**config.mk**
```make
export PLATFORM = sky130hd
export DESIGN_NAME = clk_switch
export DESIGN_NICKNAME = d
export VERILOG_FILES = /design/src/hw/clk_switch_pkg.sv /design/src/hw/clk_switch.sv
export SDC_FILE = /design/constraint.sdc
export NUM_CORES = 1
export LEC_CHECK = 0
export ABC_AREA = 1
export BUFFER_PORTS_ARGS = -buffer_cell sky130_fd_sc_hd__buf_2
export CORE_AREA = 2 2 62 87
export DETAILED_ROUTE_END_ITERATION = 16
export DIE_AREA = 0 0 64 89
export PLACE_DENSITY_LB_ADDON = 0.05
export SLEW_MARGIN = 20
export SYNTH_ARGS = -nofsm -noshare
export SYNTH_HDL_FRONTEND = slang
export SYNTH_SLANG_ARGS = --single-unit
export TNS_END_PERCENT = 10
```
**constraint.sdc**
```tcl
create_clock -name SYS_CLK -period 3.3 [get_ports SYS_CLK]
set_input_delay 0.66 -clock SYS_CLK [delete_from_list [all_inputs] [get_ports SYS_CLK]]
set_output_delay 0.66 -clock SYS_CLK [all_outputs]
set_load 0.01 [all_outputs]
```
**src/hw/clk_switch_pkg.sv**
```systemverilog
// shared constants and types for the system clock source switch
package clk_switch_pkg;
	localparam int ADDR_W = 4;
	localparam int DATA_W = 8;
	localparam logic [ADDR_W-1:0] OFF_OSC_CTRL = 4'h0;
	localparam logic [ADDR_W-1:0] OFF_READY_FLAGS = 4'h1;
	localparam logic [ADDR_W-1:0] OFF_TIMER_ONE = 4'h2;
	localparam logic [1:0] SEL_CONFIG = 2'h0;
	localparam logic [1:0] SEL_SECONDARY = 2'h1;
	localparam int SEL_INTERNAL_BIT = 1;
	localparam int CTRL_SEL_LSB = 0;
	localparam int CTRL_FREQ_LSB = 3;
	localparam int TONE_ENABLE_BIT = 3;
	localparam int FLAG_SEC_READY = 7;
	localparam int FLAG_PLL_READY = 6;
	localparam int FLAG_STARTUP = 5;
	localparam int FLAG_HF_READY = 4;
	localparam int FLAG_HF_LOCKED = 3;
	localparam int FLAG_MF_READY = 2;
	localparam int FLAG_LF_READY = 1;
	localparam int FLAG_HF_STABLE = 0;
	localparam int CLK_HZ = 25000000;
	// stabilisation delays in microseconds, per source kind
	localparam int SETTLE_CONFIG_US = 40;
	localparam int SETTLE_SECONDARY_US = 40;
	localparam int SETTLE_INTERNAL_US = 2;
	localparam int SETTLE_CONFIG_CYC = (SETTLE_CONFIG_US * (CLK_HZ / 1000000) > 0) ?
		SETTLE_CONFIG_US * (CLK_HZ / 1000000) : 1;
	localparam int SETTLE_SECONDARY_CYC = (SETTLE_SECONDARY_US * (CLK_HZ / 1000000) > 0) ?
		SETTLE_SECONDARY_US * (CLK_HZ / 1000000) : 1;
	localparam int SETTLE_INTERNAL_CYC = (SETTLE_INTERNAL_US * (CLK_HZ / 1000000) > 0) ?
		SETTLE_INTERNAL_US * (CLK_HZ / 1000000) : 1;
	localparam int CNT_W = 12;
	typedef enum logic [1:0] {
		SRC_CONFIG,
		SRC_SECONDARY,
		SRC_INTERNAL
	} source_type;
	typedef struct packed {
		logic pll_ready;
		logic hf_ready;
		logic hf_locked;
		logic mf_ready;
		logic lf_ready;
		logic hf_stable;
		logic secondary_ready;
		logic crystal_timer_done;
		logic fail_safe_active;
	} osc_status_type;
endpackage

```
**src/hw/clk_switch.sv**
```systemverilog
// system clock source switch with oscillator status register
`timescale 1ns/10ps
module clk_switch (
	input wire logic SYS_CLK,
	input wire logic RST_N,
	input wire logic [3:0] REG_ADDR,
	input wire logic [7:0] REG_WDATA,
	input wire logic REG_WR,
	input wire logic REG_RD,
	output logic [7:0] REG_RDATA,
	input wire logic [2:0] CONFIG_OSC_SEL,
	input wire logic CONFIG_IS_CRYSTAL,
	input wire clk_switch_pkg::osc_status_type OSC_STATUS,
	output logic [1:0] SYSCLK_SOURCE,
	output logic [3:0] SYSCLK_FREQ,
	output logic [2:0] SYSCLK_CONFIG_SEL,
	output logic SECONDARY_OSC_RUN
);
	logic [7:0] status_s1_ff;
	logic [7:0] status_s2_ff;
	logic [2:0] cfg_s1_ff;
	logic [2:0] cfg_s2_ff;
	logic xtal_s1_ff;
	logic xtal_s2_ff;
	logic [1:0] sel_ff;
	logic [3:0] freq_ff;
	logic [7:0] tone_ctrl_ff;
	clk_switch_pkg::source_type active_ff;
	clk_switch_pkg::source_type pending_ff;
	clk_switch_pkg::source_type target;
	logic [clk_switch_pkg::CNT_W-1:0] settle_ff;
	logic startup_ff;
	logic [1:0] src_out_ff;
	logic [3:0] freq_out_ff;
	logic [2:0] cfg_out_ff;
	logic sec_run_ff;
	logic [7:0] rdata_ff;
	logic [7:0] flags_view;
	logic sec_ready;
	logic crystal_done;
	logic fail_safe;

	function automatic clk_switch_pkg::source_type decode_sel(input logic [1:0] sel);
		clk_switch_pkg::source_type s;
		s = clk_switch_pkg::SRC_CONFIG;
		if (sel[clk_switch_pkg::SEL_INTERNAL_BIT])
			s = clk_switch_pkg::SRC_INTERNAL;
		else if (sel == clk_switch_pkg::SEL_SECONDARY)
			s = clk_switch_pkg::SRC_SECONDARY;
		return s;
	endfunction

	function automatic logic [clk_switch_pkg::CNT_W-1:0] settle_of(input clk_switch_pkg::source_type s);
		logic [clk_switch_pkg::CNT_W-1:0] c;
		c = clk_switch_pkg::CNT_W'(clk_switch_pkg::SETTLE_INTERNAL_CYC);
		case (s)
			clk_switch_pkg::SRC_CONFIG: c = clk_switch_pkg::CNT_W'(clk_switch_pkg::SETTLE_CONFIG_CYC);
			clk_switch_pkg::SRC_SECONDARY: c = clk_switch_pkg::CNT_W'(clk_switch_pkg::SETTLE_SECONDARY_CYC);
			default: c = clk_switch_pkg::CNT_W'(clk_switch_pkg::SETTLE_INTERNAL_CYC);
		endcase
		return c;
	endfunction

	// oscillator flags come from other clock domains
	always_ff @(posedge SYS_CLK or negedge RST_N) begin
		if (!RST_N) begin
			status_s1_ff <= 8'h00;
			status_s2_ff <= 8'h00;
			cfg_s1_ff <= 3'h0;
			cfg_s2_ff <= 3'h0;
			xtal_s1_ff <= 1'b0;
			xtal_s2_ff <= 1'b0;
		end else begin
			// same bit order as the flags register
			status_s1_ff <= {OSC_STATUS.secondary_ready, OSC_STATUS.pll_ready, OSC_STATUS.crystal_timer_done,
				OSC_STATUS.hf_ready, OSC_STATUS.hf_locked, OSC_STATUS.mf_ready,
				OSC_STATUS.lf_ready, OSC_STATUS.hf_stable};
			status_s2_ff <= status_s1_ff;
			cfg_s1_ff <= CONFIG_OSC_SEL;
			cfg_s2_ff <= cfg_s1_ff;
			xtal_s1_ff <= CONFIG_IS_CRYSTAL;
			xtal_s2_ff <= xtal_s1_ff;
		end
	end

	logic fs_s1_ff;
	logic fs_s2_ff;
	always_ff @(posedge SYS_CLK or negedge RST_N) begin
		if (!RST_N) begin
			fs_s1_ff <= 1'b0;
			fs_s2_ff <= 1'b0;
		end else begin
			fs_s1_ff <= OSC_STATUS.fail_safe_active;
			fs_s2_ff <= fs_s1_ff;
		end
	end

	assign sec_ready = status_s2_ff[clk_switch_pkg::FLAG_SEC_READY] & tone_ctrl_ff[clk_switch_pkg::TONE_ENABLE_BIT];
	assign crystal_done = status_s2_ff[clk_switch_pkg::FLAG_STARTUP];
	assign fail_safe = fs_s2_ff;

	always_ff @(posedge SYS_CLK or negedge RST_N) begin
		if (!RST_N) begin
			sel_ff <= clk_switch_pkg::SEL_CONFIG;
			freq_ff <= 4'h0;
		end else if (REG_WR && REG_ADDR == clk_switch_pkg::OFF_OSC_CTRL) begin
			sel_ff <= REG_WDATA[clk_switch_pkg::CTRL_SEL_LSB +: 2];
			freq_ff <= REG_WDATA[clk_switch_pkg::CTRL_FREQ_LSB +: 4];
		end
	end

	always_ff @(posedge SYS_CLK or negedge RST_N) begin
		if (!RST_N)
			tone_ctrl_ff <= 8'h00;
		else if (REG_WR && REG_ADDR == clk_switch_pkg::OFF_TIMER_ONE)
			tone_ctrl_ff <= REG_WDATA;
	end

	always_comb begin
		target = decode_sel(sel_ff);
		if (fail_safe)
			target = clk_switch_pkg::SRC_INTERNAL;
		else if (target == clk_switch_pkg::SRC_CONFIG && xtal_s2_ff && !crystal_done)
			target = clk_switch_pkg::SRC_INTERNAL;
	end

	always_ff @(posedge SYS_CLK or negedge RST_N) begin
		if (!RST_N) begin
			active_ff <= clk_switch_pkg::SRC_INTERNAL;
			pending_ff <= clk_switch_pkg::SRC_INTERNAL;
			settle_ff <= '0;
		end else if (target == active_ff) begin
			pending_ff <= target;
			settle_ff <= '0;
		end else if (target != pending_ff) begin
			// a changed choice mid-count restarts the full delay
			pending_ff <= target;
			settle_ff <= '0;
		end else if (settle_ff >= settle_of(target) - clk_switch_pkg::CNT_W'(1)) begin
			active_ff <= target;
			settle_ff <= '0;
		end else begin
			settle_ff <= settle_ff + clk_switch_pkg::CNT_W'(1);
		end
	end

	always_ff @(posedge SYS_CLK or negedge RST_N) begin
		if (!RST_N)
			startup_ff <= 1'b0;
		else
			startup_ff <= (active_ff == clk_switch_pkg::SRC_CONFIG);
	end

	always_ff @(posedge SYS_CLK or negedge RST_N) begin
		if (!RST_N) begin
			src_out_ff <= 2'h0;
			freq_out_ff <= 4'h0;
			cfg_out_ff <= 3'h0;
			sec_run_ff <= 1'b0;
		end else begin
			case (active_ff)
				clk_switch_pkg::SRC_CONFIG: src_out_ff <= 2'h0;
				clk_switch_pkg::SRC_SECONDARY: src_out_ff <= 2'h1;
				clk_switch_pkg::SRC_INTERNAL: src_out_ff <= 2'h2;
				default: src_out_ff <= 2'h2;
			endcase
			freq_out_ff <= freq_ff;
			cfg_out_ff <= cfg_s2_ff;
			sec_run_ff <= tone_ctrl_ff[clk_switch_pkg::TONE_ENABLE_BIT];
		end
	end

	always_comb begin
		flags_view = status_s2_ff;
		flags_view[clk_switch_pkg::FLAG_SEC_READY] = sec_ready;
		flags_view[clk_switch_pkg::FLAG_STARTUP] = startup_ff;
	end

	always_ff @(posedge SYS_CLK or negedge RST_N) begin
		if (!RST_N) begin
			rdata_ff <= 8'h00;
		end else if (REG_RD) begin
			case (REG_ADDR)
				clk_switch_pkg::OFF_OSC_CTRL: rdata_ff <= {1'b0, freq_ff, 1'b0, sel_ff};
				clk_switch_pkg::OFF_READY_FLAGS: rdata_ff <= flags_view;
				clk_switch_pkg::OFF_TIMER_ONE: rdata_ff <= tone_ctrl_ff;
				default: rdata_ff <= 8'h00;
			endcase
		end else begin
			rdata_ff <= 8'h00;
		end
	end

	assign REG_RDATA = rdata_ff;
	assign SYSCLK_SOURCE = src_out_ff;
	assign SYSCLK_FREQ = freq_out_ff;
	assign SYSCLK_CONFIG_SEL = cfg_out_ff;
	assign SECONDARY_OSC_RUN = sec_run_ff;

	property p_sel_reset;
		@(posedge SYS_CLK) $rose(RST_N) |-> sel_ff == clk_switch_pkg::SEL_CONFIG;
	endproperty
	a_sel_reset: assert property (p_sel_reset) else $error("select not cleared by reset");

	property p_fs_keeps_sel;
		@(posedge SYS_CLK) disable iff (!RST_N)
		(fail_safe && !REG_WR) |=> sel_ff == $past(sel_ff);
	endproperty
	a_fs_keeps_sel: assert property (p_fs_keeps_sel) else $error("automatic switch changed select");

	property p_startup_flag;
		@(posedge SYS_CLK) disable iff (!RST_N)
		1'b1 |=> startup_ff == ($past(active_ff) == clk_switch_pkg::SRC_CONFIG);
	endproperty
	a_startup_flag: assert property (p_startup_flag) else $error("timeout status wrong");

	property p_settle;
		@(posedge SYS_CLK) disable iff (!RST_N)
		(active_ff != $past(active_ff)) |-> $past(settle_ff) == settle_of(active_ff) - clk_switch_pkg::CNT_W'(1);
	endproperty
	a_settle: assert property (p_settle) else $error("switched before delay");

	property p_xtal_timer;
		@(posedge SYS_CLK) disable iff (!RST_N)
		(xtal_s2_ff && !crystal_done && !fail_safe) |=> active_ff != clk_switch_pkg::SRC_CONFIG ||
			$past(active_ff) == clk_switch_pkg::SRC_CONFIG;
	endproperty
	a_xtal_timer: assert property (p_xtal_timer) else $error("crystal used before timer");

	property p_sec_run;
		@(posedge SYS_CLK) disable iff (!RST_N)
		1'b1 |=> SECONDARY_OSC_RUN == $past(tone_ctrl_ff[clk_switch_pkg::TONE_ENABLE_BIT]);
	endproperty
	a_sec_run: assert property (p_sec_run) else $error("secondary run not tied to enable");

	property p_src_out;
		@(posedge SYS_CLK) disable iff (!RST_N)
		$past(active_ff) == clk_switch_pkg::SRC_SECONDARY |-> SYSCLK_SOURCE == 2'h1;
	endproperty
	a_src_out: assert property (p_src_out) else $error("clock output not secondary");

	property p_rd_gap;
		@(posedge SYS_CLK) disable iff (!RST_N)
		!$past(REG_RD) |-> REG_RDATA == 8'h00;
	endproperty
	a_rd_gap: assert property (p_rd_gap) else $error("read data outside read slot");

	property p_sel_write;
		@(posedge SYS_CLK) disable iff (!RST_N)
		(REG_WR && REG_ADDR == clk_switch_pkg::OFF_OSC_CTRL) |=>
			sel_ff == $past(REG_WDATA[clk_switch_pkg::CTRL_SEL_LSB +: 2]);
	endproperty
	a_sel_write: assert property (p_sel_write) else $error("select write lost");

	property p_cfg_src;
		@(posedge SYS_CLK) disable iff (!RST_N)
		$past(active_ff) == clk_switch_pkg::SRC_CONFIG |-> SYSCLK_SOURCE == clk_switch_pkg::SEL_CONFIG;
	endproperty
	a_cfg_src: assert property (p_cfg_src) else $error("clock output not configured source");

	property p_cfg_bits;
		@(posedge SYS_CLK) disable iff (!RST_N)
		1'b1 |=> SYSCLK_CONFIG_SEL == $past(cfg_s2_ff);
	endproperty
	a_cfg_bits: assert property (p_cfg_bits) else $error("configuration bits not passed on");

	property p_sec_target;
		@(posedge SYS_CLK) disable iff (!RST_N)
		(!fail_safe && sel_ff == clk_switch_pkg::SEL_SECONDARY) |-> target == clk_switch_pkg::SRC_SECONDARY;
	endproperty
	a_sec_target: assert property (p_sec_target) else $error("select 01 not secondary");

	property p_int_target;
		@(posedge SYS_CLK) disable iff (!RST_N)
		(!fail_safe && sel_ff[clk_switch_pkg::SEL_INTERNAL_BIT]) |-> target == clk_switch_pkg::SRC_INTERNAL;
	endproperty
	a_int_target: assert property (p_int_target) else $error("select 1x not internal");

	property p_int_freq;
		@(posedge SYS_CLK) disable iff (!RST_N)
		1'b1 |=> SYSCLK_FREQ == $past(freq_ff);
	endproperty
	a_int_freq: assert property (p_int_freq) else $error("internal frequency not passed on");

	property p_fs_internal;
		@(posedge SYS_CLK) disable iff (!RST_N)
		fail_safe |-> target == clk_switch_pkg::SRC_INTERNAL;
	endproperty
	a_fs_internal: assert property (p_fs_internal) else $error("fail safe not internal");

	property p_new_target;
		@(posedge SYS_CLK) disable iff (!RST_N)
		(target != active_ff && target != pending_ff) |=> active_ff == $past(active_ff);
	endproperty
	a_new_target: assert property (p_new_target) else $error("switched without delay");

	property p_idle_count;
		@(posedge SYS_CLK) disable iff (!RST_N)
		(target == active_ff) |=> settle_ff == '0;
	endproperty
	a_idle_count: assert property (p_idle_count) else $error("settle count not cleared");

	property p_sec_no_status;
		@(posedge SYS_CLK) disable iff (!RST_N)
		(active_ff == clk_switch_pkg::SRC_SECONDARY) |=> !startup_ff;
	endproperty
	a_sec_no_status: assert property (p_sec_no_status) else $error("timeout status tracks secondary");

	property p_sec_ready_gate;
		@(posedge SYS_CLK) disable iff (!RST_N)
		(REG_RD && REG_ADDR == clk_switch_pkg::OFF_READY_FLAGS && !tone_ctrl_ff[clk_switch_pkg::TONE_ENABLE_BIT]) |=>
			!REG_RDATA[clk_switch_pkg::FLAG_SEC_READY];
	endproperty
	a_sec_ready_gate: assert property (p_sec_ready_gate) else $error("secondary ready while disabled");

	property p_flags_read;
		@(posedge SYS_CLK) disable iff (!RST_N)
		(REG_RD && REG_ADDR == clk_switch_pkg::OFF_READY_FLAGS) |=>
			REG_RDATA[clk_switch_pkg::FLAG_PLL_READY] == $past(status_s2_ff[clk_switch_pkg::FLAG_PLL_READY]) &&
			REG_RDATA[clk_switch_pkg::FLAG_STARTUP] == $past(startup_ff);
	endproperty
	a_flags_read: assert property (p_flags_read) else $error("flags read not live");

	property p_flags_nowrite;
		@(posedge SYS_CLK) disable iff (!RST_N)
		(REG_WR && REG_ADDR == clk_switch_pkg::OFF_READY_FLAGS) |=>
			sel_ff == $past(sel_ff) && tone_ctrl_ff == $past(tone_ctrl_ff);
	endproperty
	a_flags_nowrite: assert property (p_flags_nowrite) else $error("flags write had effect");
endmodule // clk_switch

```
==> results of run 1 <==
==> registers in the layout, indices dropped and copies added, names as in the netlist, 2 cells and up <==
name / flops
SYSCLK_CONFIG_SEL: 3
sel_ff: 2
active_ff: 2
pending_ff: 2
settle_ff: 12
SYSCLK_SOURCE: 2
status_s1_ff: 8
status_s2_ff: 8
SYSCLK_FREQ: 4
freq_ff: 4
cfg_s1_ff: 3
tone_ctrl_ff: 8
cfg_s2_ff: 3
REG_RDATA: 8
==> stage by stage <==
stage / util / setup WS, ps
6_report: 0.675 / 1520
5_1_grt: 0.675 / 1360
4_1_cts: 0.675 / 1460
3_5_place_dp: 0.638 / 1290
3_3_place_gp: 0.638 / 1350
2_1_floorplan: - / 1710
==> final cells by class <==
class / count / area, um2
Inverter: 36 / 138
Timing Repair Buffer: 46 / 233
Sequential cell: 75 / 1880
Fill cell: 388 / 1570
Tap cell: 64 / 80.1
Multi-Input combinational cell: 140 / 759
Clock inverter: 5 / 37.5
Clock buffer: 11 / 141
==> kinds of logic after synthesis <==
kind of cell    Yosys count  synth area share
fa+ha+maj                 2           0.00894
flops                    75             0.671
other cells               1           0.00134
mux                       2           0.00805
compound gates           17            0.0335
xor+xnor                 11            0.0398
simple gates            107             0.180
buf+inv                  40            0.0572
==> layer usage <==
metal  up-vias  part of all wire  global-route usage
li1        879                 -                   -
met4         0             0.014              0.0791
met2        38              0.53               0.312
met5         -                 0                   0
met1       820              0.41               0.204
met3         6             0.048              0.0630
==> critical path: cells and delay by family (launching register included) <==
family / cells / cell delay (ps)
fa+ha+maj: 1 / 260
simple gates: 7 / 910
buf+inv: 2 / 120
flops: 1 / 410
==> final timing paths <==
path / from / endpoint / slack, ps
setup / recovery: sel_ff[0] / settle_ff[0] / 1520
hold / removal: xtal_s1_ff / xtal_s2_ff / 350
setup reg to reg: sel_ff[0] / settle_ff[0] / 1520
hold reg to reg: xtal_s1_ff / xtal_s2_ff / 350
max in group asynchronous: RST_N / settle_ff[7] / 2280
min in group asynchronous: RST_N / REG_RDATA[2] / 430
==> power breakdown <==
group / switching [W] / internal [W] / leakage [nW] / total [W]
Combinational: 0.000144 / 0.0000919 / 0.676 / 0.000236
Clock: 0.000325 / 0.000296 / 0.0859 / 0.000621
Sequential: 0.0000567 / 0.00103 / 0.939 / 0.00108
==> layout by cell type (no fill, tap or decap), types with 3 or more instances in the layout <==
cell type	netlist	final
dfrtp_1	73	73
nand2_1	63	63
buf_2	0	45
inv_1	29	29
nand3_1	15	15
o21ai_1	12	12
nor2_2	10	10
clkbuf_8	0	10
nor2_1	8	8
xor2_1	7	7
inv_2	6	6
nor2_4	3	3
nand3_2	3	3
==> impl_metrics.py, run 1 <==
metrics = {
    "layout": {
        "diodes": 0,
        "stdcell_count": 377,
        "final_cell_area_um2": 3270,
        "layout.nets": 339,
        "drive_above_1_share": 0.291,
        "synthToLayoutAreaGrowth_pct": 16.8,
    },
    "route": {
        "drcViolationCount": 0,
        "ant_nets": 0,
        "drt_pass1_iterations": 4,
        "routed_via_density": 4.62,
        "wl_per_cell_um": 11.6,
        "wl_mm": 4.36,
        "drt-initial-drc-count": 93,
        "vias": 1743,
    },
    "cts": {
        "cts_tree": "built",
        "cts-root-buf": "clkbuf_8",
        "ctsHtreeMaxLevel": 3,
        "clk_pin_slew_worst_paths_ps": 70,
        "cts_hold_buffers": 0,
        "clkSinkCount": 75,
        "postCtsSetupRepairBufs": 0,
        "cts_buffer_depth": 2,
        "post_cts_resized": 0,
        "numCtsBuffers": 9,
        "clk_latency_ps": 330,
    },
    "critical_path": {
        "crit_top_cell": "nand2_1",
        "cp-start-kind": "flip-flop",
        "worstPathCellList": "inv_2 -> nand3_2 -> nand2_4 -> inv_4 -> ha_1 -> nand2_1 -> nand2_1 -> nand2_1 -> nand3_2 -> nor2_1",
        "crit_fanout": 11,
        "path_class": "reg2reg",
        "critPathSlowestCell": "dfrtp_1",
        "worstSetupEndpointType": "flip-flop",
        "critical_path_required_ps": 3550,
        "cp.arrival_ps": 2030,
        "rr_worst_depth": 10,
        "max_stage_delay_ps": 410,
    },
    "timing": {
        "setup_violations": 0,
        "fin_tns_setup_ps": 0,
        "tightest_slew_ps": 888,
        "rsz0062_at_grt": "no",
        "max_slew_margin": 0.408,
        "fin_crit_sh": 0.539,
        "timing.fmax_ghz": 0.562,
        "drv_slew": 0,
        "hold_ws_ps": 347,
        "skew_ps": 5.39,
        "finalCriticalPeriod_ps": 1780,
        "hold_viol": 0,
    },
    "logic_synthesis": {
        "syn_avg_cell_area_um2": 11.0,
        "synth_commonest_cells": "dfrtp_1, nand2_1, inv_1",
        "synth_edf_count": 0,
        "ys_seq_area_frac": 0.671,
        "synth_seq_cells": 75,
        "yosysTopAreaCellShare": 0.653,
        "yosysUniqueCellTypes": 29,
        "yosys_warnings": 0,
        "post-synth-top-count-cell": "dfrtp_1",
        "synthesis.area_um2": 2800,
        "ys_async_sr_fraction": 1.00,
        "synth_nets": 286,
        "yosysTopAreaCell": "dfrtp_1",
        "synthTopCellsByArea": "dfrtp_1, nand2_1, inv_1",
        "syn_inst": 255,
        "synthFlopType": "dfrtp_1",
    },
    "worst_hold_path": {
        "hold_depth": 0,
        "hp-class": "reg2reg",
    },
    "floorplanning": {
        "design.core.area_um2": 4840,
        "rows": 30,
        "pin_count": 47,
        "fp.dieH_um": 89,
        "die_w_um": 64,
        "die_area_um2": 5700,
        "initial_utilization": 0.578,
    },
    "run": {
        "maxCapViolations": 0,
    },
    "grt": {
        "grt_pass1_vias": 1735,
        "grt_pass1_wl_mm": 7.54,
        "antenna_found_initial": 0,
        "track_usage": 0.181,
        "grt_max_degree": 76,
        "grt-ovfl-total": 0,
    },
    "pwr": {
        "p_total_w": 0.00194,
        "power_density_nw_per_um2": 593,
        "power.leakage_nw": 1.70,
        "vdd_drop_max_v": 0.000393,
    },
    "placed_design": {
        "dpl.cell_count": 361,
        "io_buffer_count": 46,
        "placed_area_um2": 3090,
        "gp_congestion": 0.727,
        "dp_hpwl_mm": 2.92,
    },
    "outcome": {
        "status": "finished clean",
    },
}
Power figures use the tool's default switching activity.
==> run 2: changes to the inputs <==
--- a/config.mk
+++ b/config.mk
@@ -7,9 +7,9 @@
 export LEC_CHECK = 0
 export ABC_AREA = 1
 export BUFFER_PORTS_ARGS = -buffer_cell sky130_fd_sc_hd__buf_2
-export CORE_AREA = 2 2 62 87
+export CORE_AREA = 2 2 64 90
 export DETAILED_ROUTE_END_ITERATION = 16
-export DIE_AREA = 0 0 64 89
+export DIE_AREA = 0 0 66 92
 export PLACE_DENSITY_LB_ADDON = 0.05
 export SLEW_MARGIN = 20
 export SYNTH_ARGS = -nofsm -noshare
==> constraint.sdc (replaced) <==
create_clock -name SYS_CLK -period 1.7 [get_ports SYS_CLK]
set_input_delay 0.34 -clock SYS_CLK [delete_from_list [all_inputs] [get_ports SYS_CLK]]
set_output_delay 0.34 -clock SYS_CLK [all_outputs]
set_load 0.01 [all_outputs]
==> run 2 against run 1 <==
  * Via count is 2.9% higher
  * Critical path depth is 1 lower
  * Clock skew is 3.6 ps higher
  * Flip-flop and latch count stayed put
  * Largest cell class unchanged
==> impl_metrics.py, run 2 (same netlist as run 1, synthesis figures left out) <==
metrics = {
    "timing": {
        "hold_viol": 0,
        "setup_violations": 0,
        "timing.fmax_ghz": 0.654,
        "hold_ws_ps": 96.6,
        "fin_tns_setup_ps": 0,
        "drv_slew": 0,
        "setup_ws_ps": 171,
        "rsz0062_at_grt": "no",
        "fin_crit_sh": 0.899,
        "finalCriticalPeriod_ps": 1530,
        "skew_ps": 9.01,
    },
    "layout": {
        "register_area_um2": 1880,
        "drive_above_1_share": 0.303,
        "largest_reg_flops": 12,
        "diodes": 0,
        "multiInputGateArea_um2": 759,
        "fill_cells": 472,
        "synthToLayoutAreaGrowth_pct": 21.1,
        "regMostFlops": "settle_ff",
        "layout_common_cells": "dfrtp_1, nand2_1, buf_2, inv_1, nand3_1",
        "layout.nets": 347,
        "final_cell_area_um2": 3390,
        "mostFrequentLayoutCell": "dfrtp_1",
    },
    "critical_path": {
        "worstPathCellList": "nor2_4 -> nand2_4 -> buf_4 -> xor2_2 -> nor2_2 -> nor2_4 -> nand3_2 -> buf_12 -> nor2_1",
        "path_class": "reg2reg",
        "critPathSlowestCell": "dfrtp_1",
        "worstSetupEndpointType": "flip-flop",
        "rr_worst_depth": 9,
        "rrSetupSlack_ps": 170,
        "cp-start-kind": "flip-flop",
        "crit_top_cell": "nor2_4",
        "cp.arrival_ps": 1800,
        "crit_family": "simple AND/OR/NAND/NOR gates",
        "max_stage_delay_ps": 420,
        "crit_fanout": 11,
        "critical_path_required_ps": 1970,
        "reg2reg_to": "settle_ff[0]",
        "crit_buf_inv": 2,
        "rr_startpoint": "sel_ff[1]",
    },
    "route": {
        "vias": 1793,
        "wl_per_cell_um": 11.8,
        "drt-initial-drc-count": 113,
        "drt_pass1_iterations": 4,
        "routed_via_density": 4.62,
        "wl_mm": 4.57,
        "drcViolationCount": 0,
        "ant_nets": 0,
    },
    "floorplanning": {
        "pin_count": 47,
        "rows": 32,
        "initial_utilization": 0.522,
        "die_w_um": 66,
        "die_area_um2": 6070,
        "fp.dieH_um": 92,
        "design.core.area_um2": 5370,
    },
    "cts": {
        "cts_hold_buffers": 1,
        "cts_tree": "built",
        "post_cts_resized": 0,
        "cts-root-buf": "clkbuf_8",
        "cts_buffer_depth": 2,
        "numCtsBuffers": 9,
        "clkSinkCount": 75,
        "clk_latency_ps": 340,
        "ctsHtreeMaxLevel": 3,
        "clk_pin_slew_worst_paths_ps": 80,
        "postCtsSetupRepairBufs": 0,
    },
    "pwr": {
        "power.leakage_nw": 1.77,
        "vdd_drop_max_v": 0.000808,
        "power_density_nw_per_um2": 1190,
    },
    "placed_design": {
        "placed_area_um2": 3170,
        "gp_congestion": 0.716,
        "dp_hpwl_mm": 3.26,
        "place_ws_ps": 174,
        "io_buffer_count": 46,
    },
    "grt": {
        "track_usage": 0.169,
        "grt_max_degree": 35,
        "grt_pass1_vias": 1780,
        "grt-ovfl-total": 0,
        "grt_pass1_wl_mm": 7.67,
        "antenna_found_initial": 0,
    },
    "worst_hold_path": {
        "hold_depth": 1,
        "min_from": "OSC_STATUS[7]",
        "hp-class": "in2reg",
        "min_to": "status_s1_ff[4]",
    },
    "outcome": {
        "status": "finished clean",
    },
    "run": {
        "maxCapViolations": 0,
    },
}
-- run 2: cell count changes in the layout (fill, tap and decap cells not counted) --
cell / change
clkbuf_8: -1
buf_12: +2
inv_6: -1
bufinv_16: +2
clkinv_2: +1
dlygate4sd3_1: +1
clkinvlp_4: -2
buf_4: +5
-- run 2: final cells by class --
class / count / share of cell area
clock inverters: 5 / 0.0233
inverters: 36 / 0.0406
multi-input cells: 140 / 0.224
clock buffers: 10 / 0.0377
repair buffers: 54 / 0.0945
well taps: 68 / 0.0251
flip-flops and latches: 75 / 0.555
-- run 2: where the power goes --
part	internal (W)	switching, W
Combinational	0.000213	0.000287
Clock	0.000816	0.000620
Sequential	0.00199	0.000112
-- run 2: worst register-to-register path: stages (launching register included) --
cell     delay, ps
dfrtp_1        420
nor2_4         160
nand2_4         80
buf_4          160
xor2_2         130
nor2_2          60
nor2_4         110
nand3_2        100
buf_12         160
nor2_1          80
-- run 2: per-stage QoR --
stage / cells / total power (W) / util
4_1_cts: 388 / 0.00408 / 0.632
2_1_floorplan: 255 / 0.00244 / -
5_1_grt: 388 / 0.00422 / 0.632
3_3_place_gp: 372 / 0.00263 / 0.591
6_report: 388 / 0.00404 / 0.632
3_5_place_dp: 372 / 0.00265 / 0.591
-- run 2: worst max-delay path by stage --
stage              start      endpoint  slack, ps  cells after the start
2_1_floorplan  sel_ff[0]  settle_ff[5]        220                     11
3_3_place_gp   sel_ff[0]  settle_ff[0]        210                     11
3_5_place_dp   sel_ff[1]  settle_ff[0]        170                      9
4_1_cts        sel_ff[1]  settle_ff[0]        150                      9
5_1_grt        sel_ff[1]  settle_ff[0]         20                     11
6_report       sel_ff[1]  settle_ff[0]        170                      9
-- run 2: layer usage --
metal,track usage,part of all wire,up-vias
met1,0.193,0.41,856
met3,0.0344,0.041,9
met5,0,0,-
li1,-,-,894
met2,0.292,0.52,34
met4,0.0918,0.025,0
==> run 3: changes to the inputs <==
--- a/config.mk
+++ b/config.mk
@@ -5,11 +5,11 @@
 export SDC_FILE = /design/constraint.sdc
 export NUM_CORES = 1
 export LEC_CHECK = 0
-export ABC_AREA = 1
+export ABC_AREA = 0
 export BUFFER_PORTS_ARGS = -buffer_cell sky130_fd_sc_hd__buf_2
-export CORE_AREA = 2 2 64 90
+export CORE_AREA = 2 2 63 89
 export DETAILED_ROUTE_END_ITERATION = 16
-export DIE_AREA = 0 0 66 92
+export DIE_AREA = 0 0 65 91
 export PLACE_DENSITY_LB_ADDON = 0.05
 export SLEW_MARGIN = 20
 export SYNTH_ARGS = -nofsm -noshare
==> run 3 against run 2 <==
  * The run now ends with setup timing left
  * Design area decreased by 1.3%
  * Worst setup slack worse by 920 ps
  * Clock skew decreased by 4.4 ps
  * Critical path depth rose by 1
  * Total power decreased by 1.6%
  * Largest cell class unchanged
  * Largest power group unchanged
==> impl_metrics.py, run 3 <==
metrics = {
    "route": {
        "met1_length_mm": 1.77,
        "wl_mm": 4.93,
        "dr_wl_met2_mm": 2.80,
        "top_layer": "met4",
        "routed_via_density": 5.00,
        "drt_pass1_iterations": 4,
        "wl_per_cell_um": 14.7,
        "wl_met3_um": 235,
        "ant_nets": 0,
        "vias": 1681,
        "drcViolationCount": 0,
        "drt-initial-drc-count": 83,
    },
    "logic_synthesis": {
        "synthesis.area_um2": 2660,
        "syn_avg_cell_area_um2": 13.6,
        "post-synth-top-count-cell": "dfrtp_1",
        "yosys_warnings": 0,
        "synth_nets": 226,
        "ys_seq_area_frac": 0.706,
        "yosysTopAreaCell": "dfrtp_1",
        "yosysUniqueCellTypes": 34,
        "synth_edf_count": 0,
        "synth_seq_cells": 75,
        "synthFlopType": "dfrtp_1",
        "synth_commonest_cells": "dfrtp_1, nor2_1, mux2_2",
        "syn_inst": 195,
        "ys_async_sr_fraction": 1.00,
        "yosysTopAreaCellShare": 0.686,
        "synthTopCellsByArea": "dfrtp_1, mux2_2, nor2_1",
    },
    "floorplanning": {
        "rows": 31,
        "design.core.area_um2": 5080,
        "initial_utilization": 0.524,
        "die_area_um2": 5920,
        "die_w_um": 65,
        "pin_count": 47,
        "fp.dieH_um": 91,
    },
    "critical_path": {
        "path_class": "reg2reg",
        "worstSetupEndpointType": "flip-flop",
        "cp-start-kind": "flip-flop",
        "rr_worst_depth": 10,
        "critical_path_required_ps": 1930,
        "cp.arrival_ps": 2670,
        "crit_fanout": 4,
    },
    "layout": {
        "regMostFlops": "settle_ff",
        "diodes": 0,
        "layout_common_cells": "dfrtp_1, buf_2, nor2_1, buf_4, mux2_2",
        "largest_reg_flops": 12,
        "final_cell_area_um2": 3350,
        "fill_cells": 402,
        "layout.nets": 297,
        "stdcell_count": 336,
        "drive_above_1_share": 0.385,
        "synthToLayoutAreaGrowth_pct": 25.7,
        "mostFrequentLayoutCell": "dfrtp_1",
    },
    "cts": {
        "numCtsBuffers": 9,
        "ctsHtreeMaxLevel": 3,
        "clk_latency_ps": 340,
        "clk_pin_slew_worst_paths_ps": 70,
        "clkSinkCount": 75,
        "cts-root-buf": "clkbuf_8",
        "cts_tree": "built",
        "cts_buffer_depth": 2,
    },
    "placed_design": {
        "dp_hpwl_mm": 3.50,
        "place_ws_ps": -634,
        "io_buffer_count": 46,
        "dpl.cell_count": 319,
        "gp_congestion": 0.781,
        "placed_area_um2": 3110,
    },
    "timing": {
        "skew_ps": 4.65,
        "fin_crit_sh": 1.44,
        "hold_viol": 0,
        "timing.fmax_ghz": 0.409,
        "setup_ws_ps": -744,
        "finalCriticalPeriod_ps": 2440,
        "hold_ws_ps": 99.7,
        "setup_violations": 13,
        "fin_tns_setup_ps": -7490,
        "drv_slew": 0,
        "rsz0062_at_grt": "yes",
    },
    "worst_hold_path": {
        "hold_depth": 1,
        "hp-class": "in2reg",
    },
    "pwr": {
        "vdd_drop_max_v": 0.000656,
        "power_density_nw_per_um2": 1190,
        "power.leakage_nw": 1.61,
    },
    "run": {
        "maxCapViolations": 0,
    },
    "outcome": {
        "violations": "setup timing",
        "status": "complete, but fails checks",
    },
    "grt": {
        "grt_pass1_vias": 1802,
        "grt_max_degree": 49,
        "grt_pass1_wl_mm": 8.21,
        "antenna_found_initial": 0,
        "track_usage": 0.188,
        "grt-ovfl-total": 0,
    },
}
## run 3: metal layers
metal,up-vias,global-route usage
li1,796,-
met1,835,0.202
met2,38,0.324
met3,12,0.0520
met4,0,0.105
met5,-,0
## run 3: repair_timing
item | CTS | global route
setup buffers | 0 | 1
pin swaps | 0 | 5
resized for setup | 0 | 10
hold buffers | 1 | 0
endpoints found under the setup margin | 13 | 13
endpoints found under the hold margin | 27 | 0
## run 3: worst paths after layout
check                                     start         endpoint  slack, ps
worst max-delay path            status_s2_ff[5]     active_ff[0]       -740
worst min-delay path              OSC_STATUS[7]  status_s1_ff[4]        100
worst max register to register  status_s2_ff[5]     active_ff[0]       -740
worst min register to register  status_s1_ff[2]  status_s2_ff[2]        340
max in group asynchronous                 RST_N     active_ff[1]        870
min in group asynchronous                 RST_N  status_s2_ff[3]        520
## run 3: worst max-delay path, stage by stage, from the launching register on
cell and delay (ps):
dfrtp_1 360, or3b_4 400, nand2_2 80, inv_2 40, ha_4 160, or4_4 410, a2bb2oi_2 150, a211oi_2 210
buf_4 160, nor2_2 50, mux2_4 310
## run 3: through the flow
step | utilization | power [W]
2_1_floorplan | - | 0.00245
6_report | 0.658 | 0.00398
3_5_place_dp | 0.613 | 0.00272
3_3_place_gp | 0.613 | 0.00267
5_1_grt | 0.658 | 0.00420
4_1_cts | 0.649 | 0.00397
## run 3: cell type report
class | instances | area [um2] | area share
Multi-Input combinational cell | 113 | 801 | 0.239
Inverter | 2 | 7.51 | 0.00224
Timing Repair Buffer | 65 | 400 | 0.120
Tap cell | 66 | 82.6 | 0.0247
Clock buffer | 12 | 135 | 0.0404
Sequential cell | 75 | 1880 | 0.562
Clock inverter | 3 | 40.0 | 0.0120
## run 3: power by group
group	total [W]	internal (W)	leakage [nW]	switching (W)
combinational	0.000597	0.000306	0.585	0.000291
sequential	0.00213	0.00201	0.932	0.000122
clock	0.00125	0.000667	0.0902	0.000581
## run 3: cell families (layout without fill, tap and decap cells)
family,Yosys count,after routing,share of synthesized area
AO/OA/AOI/OAI,16,16,0.0418
XOR/XNOR,12,12,0.0395
adder cells (fa/ha/maj),2,2,0.00940
buffers and inverters,7,82,0.0103
flip-flops,75,75,0.706
multiplexers,22,22,0.0903
other,1,1,0.00141
AND/OR/NAND/NOR,60,60,0.101
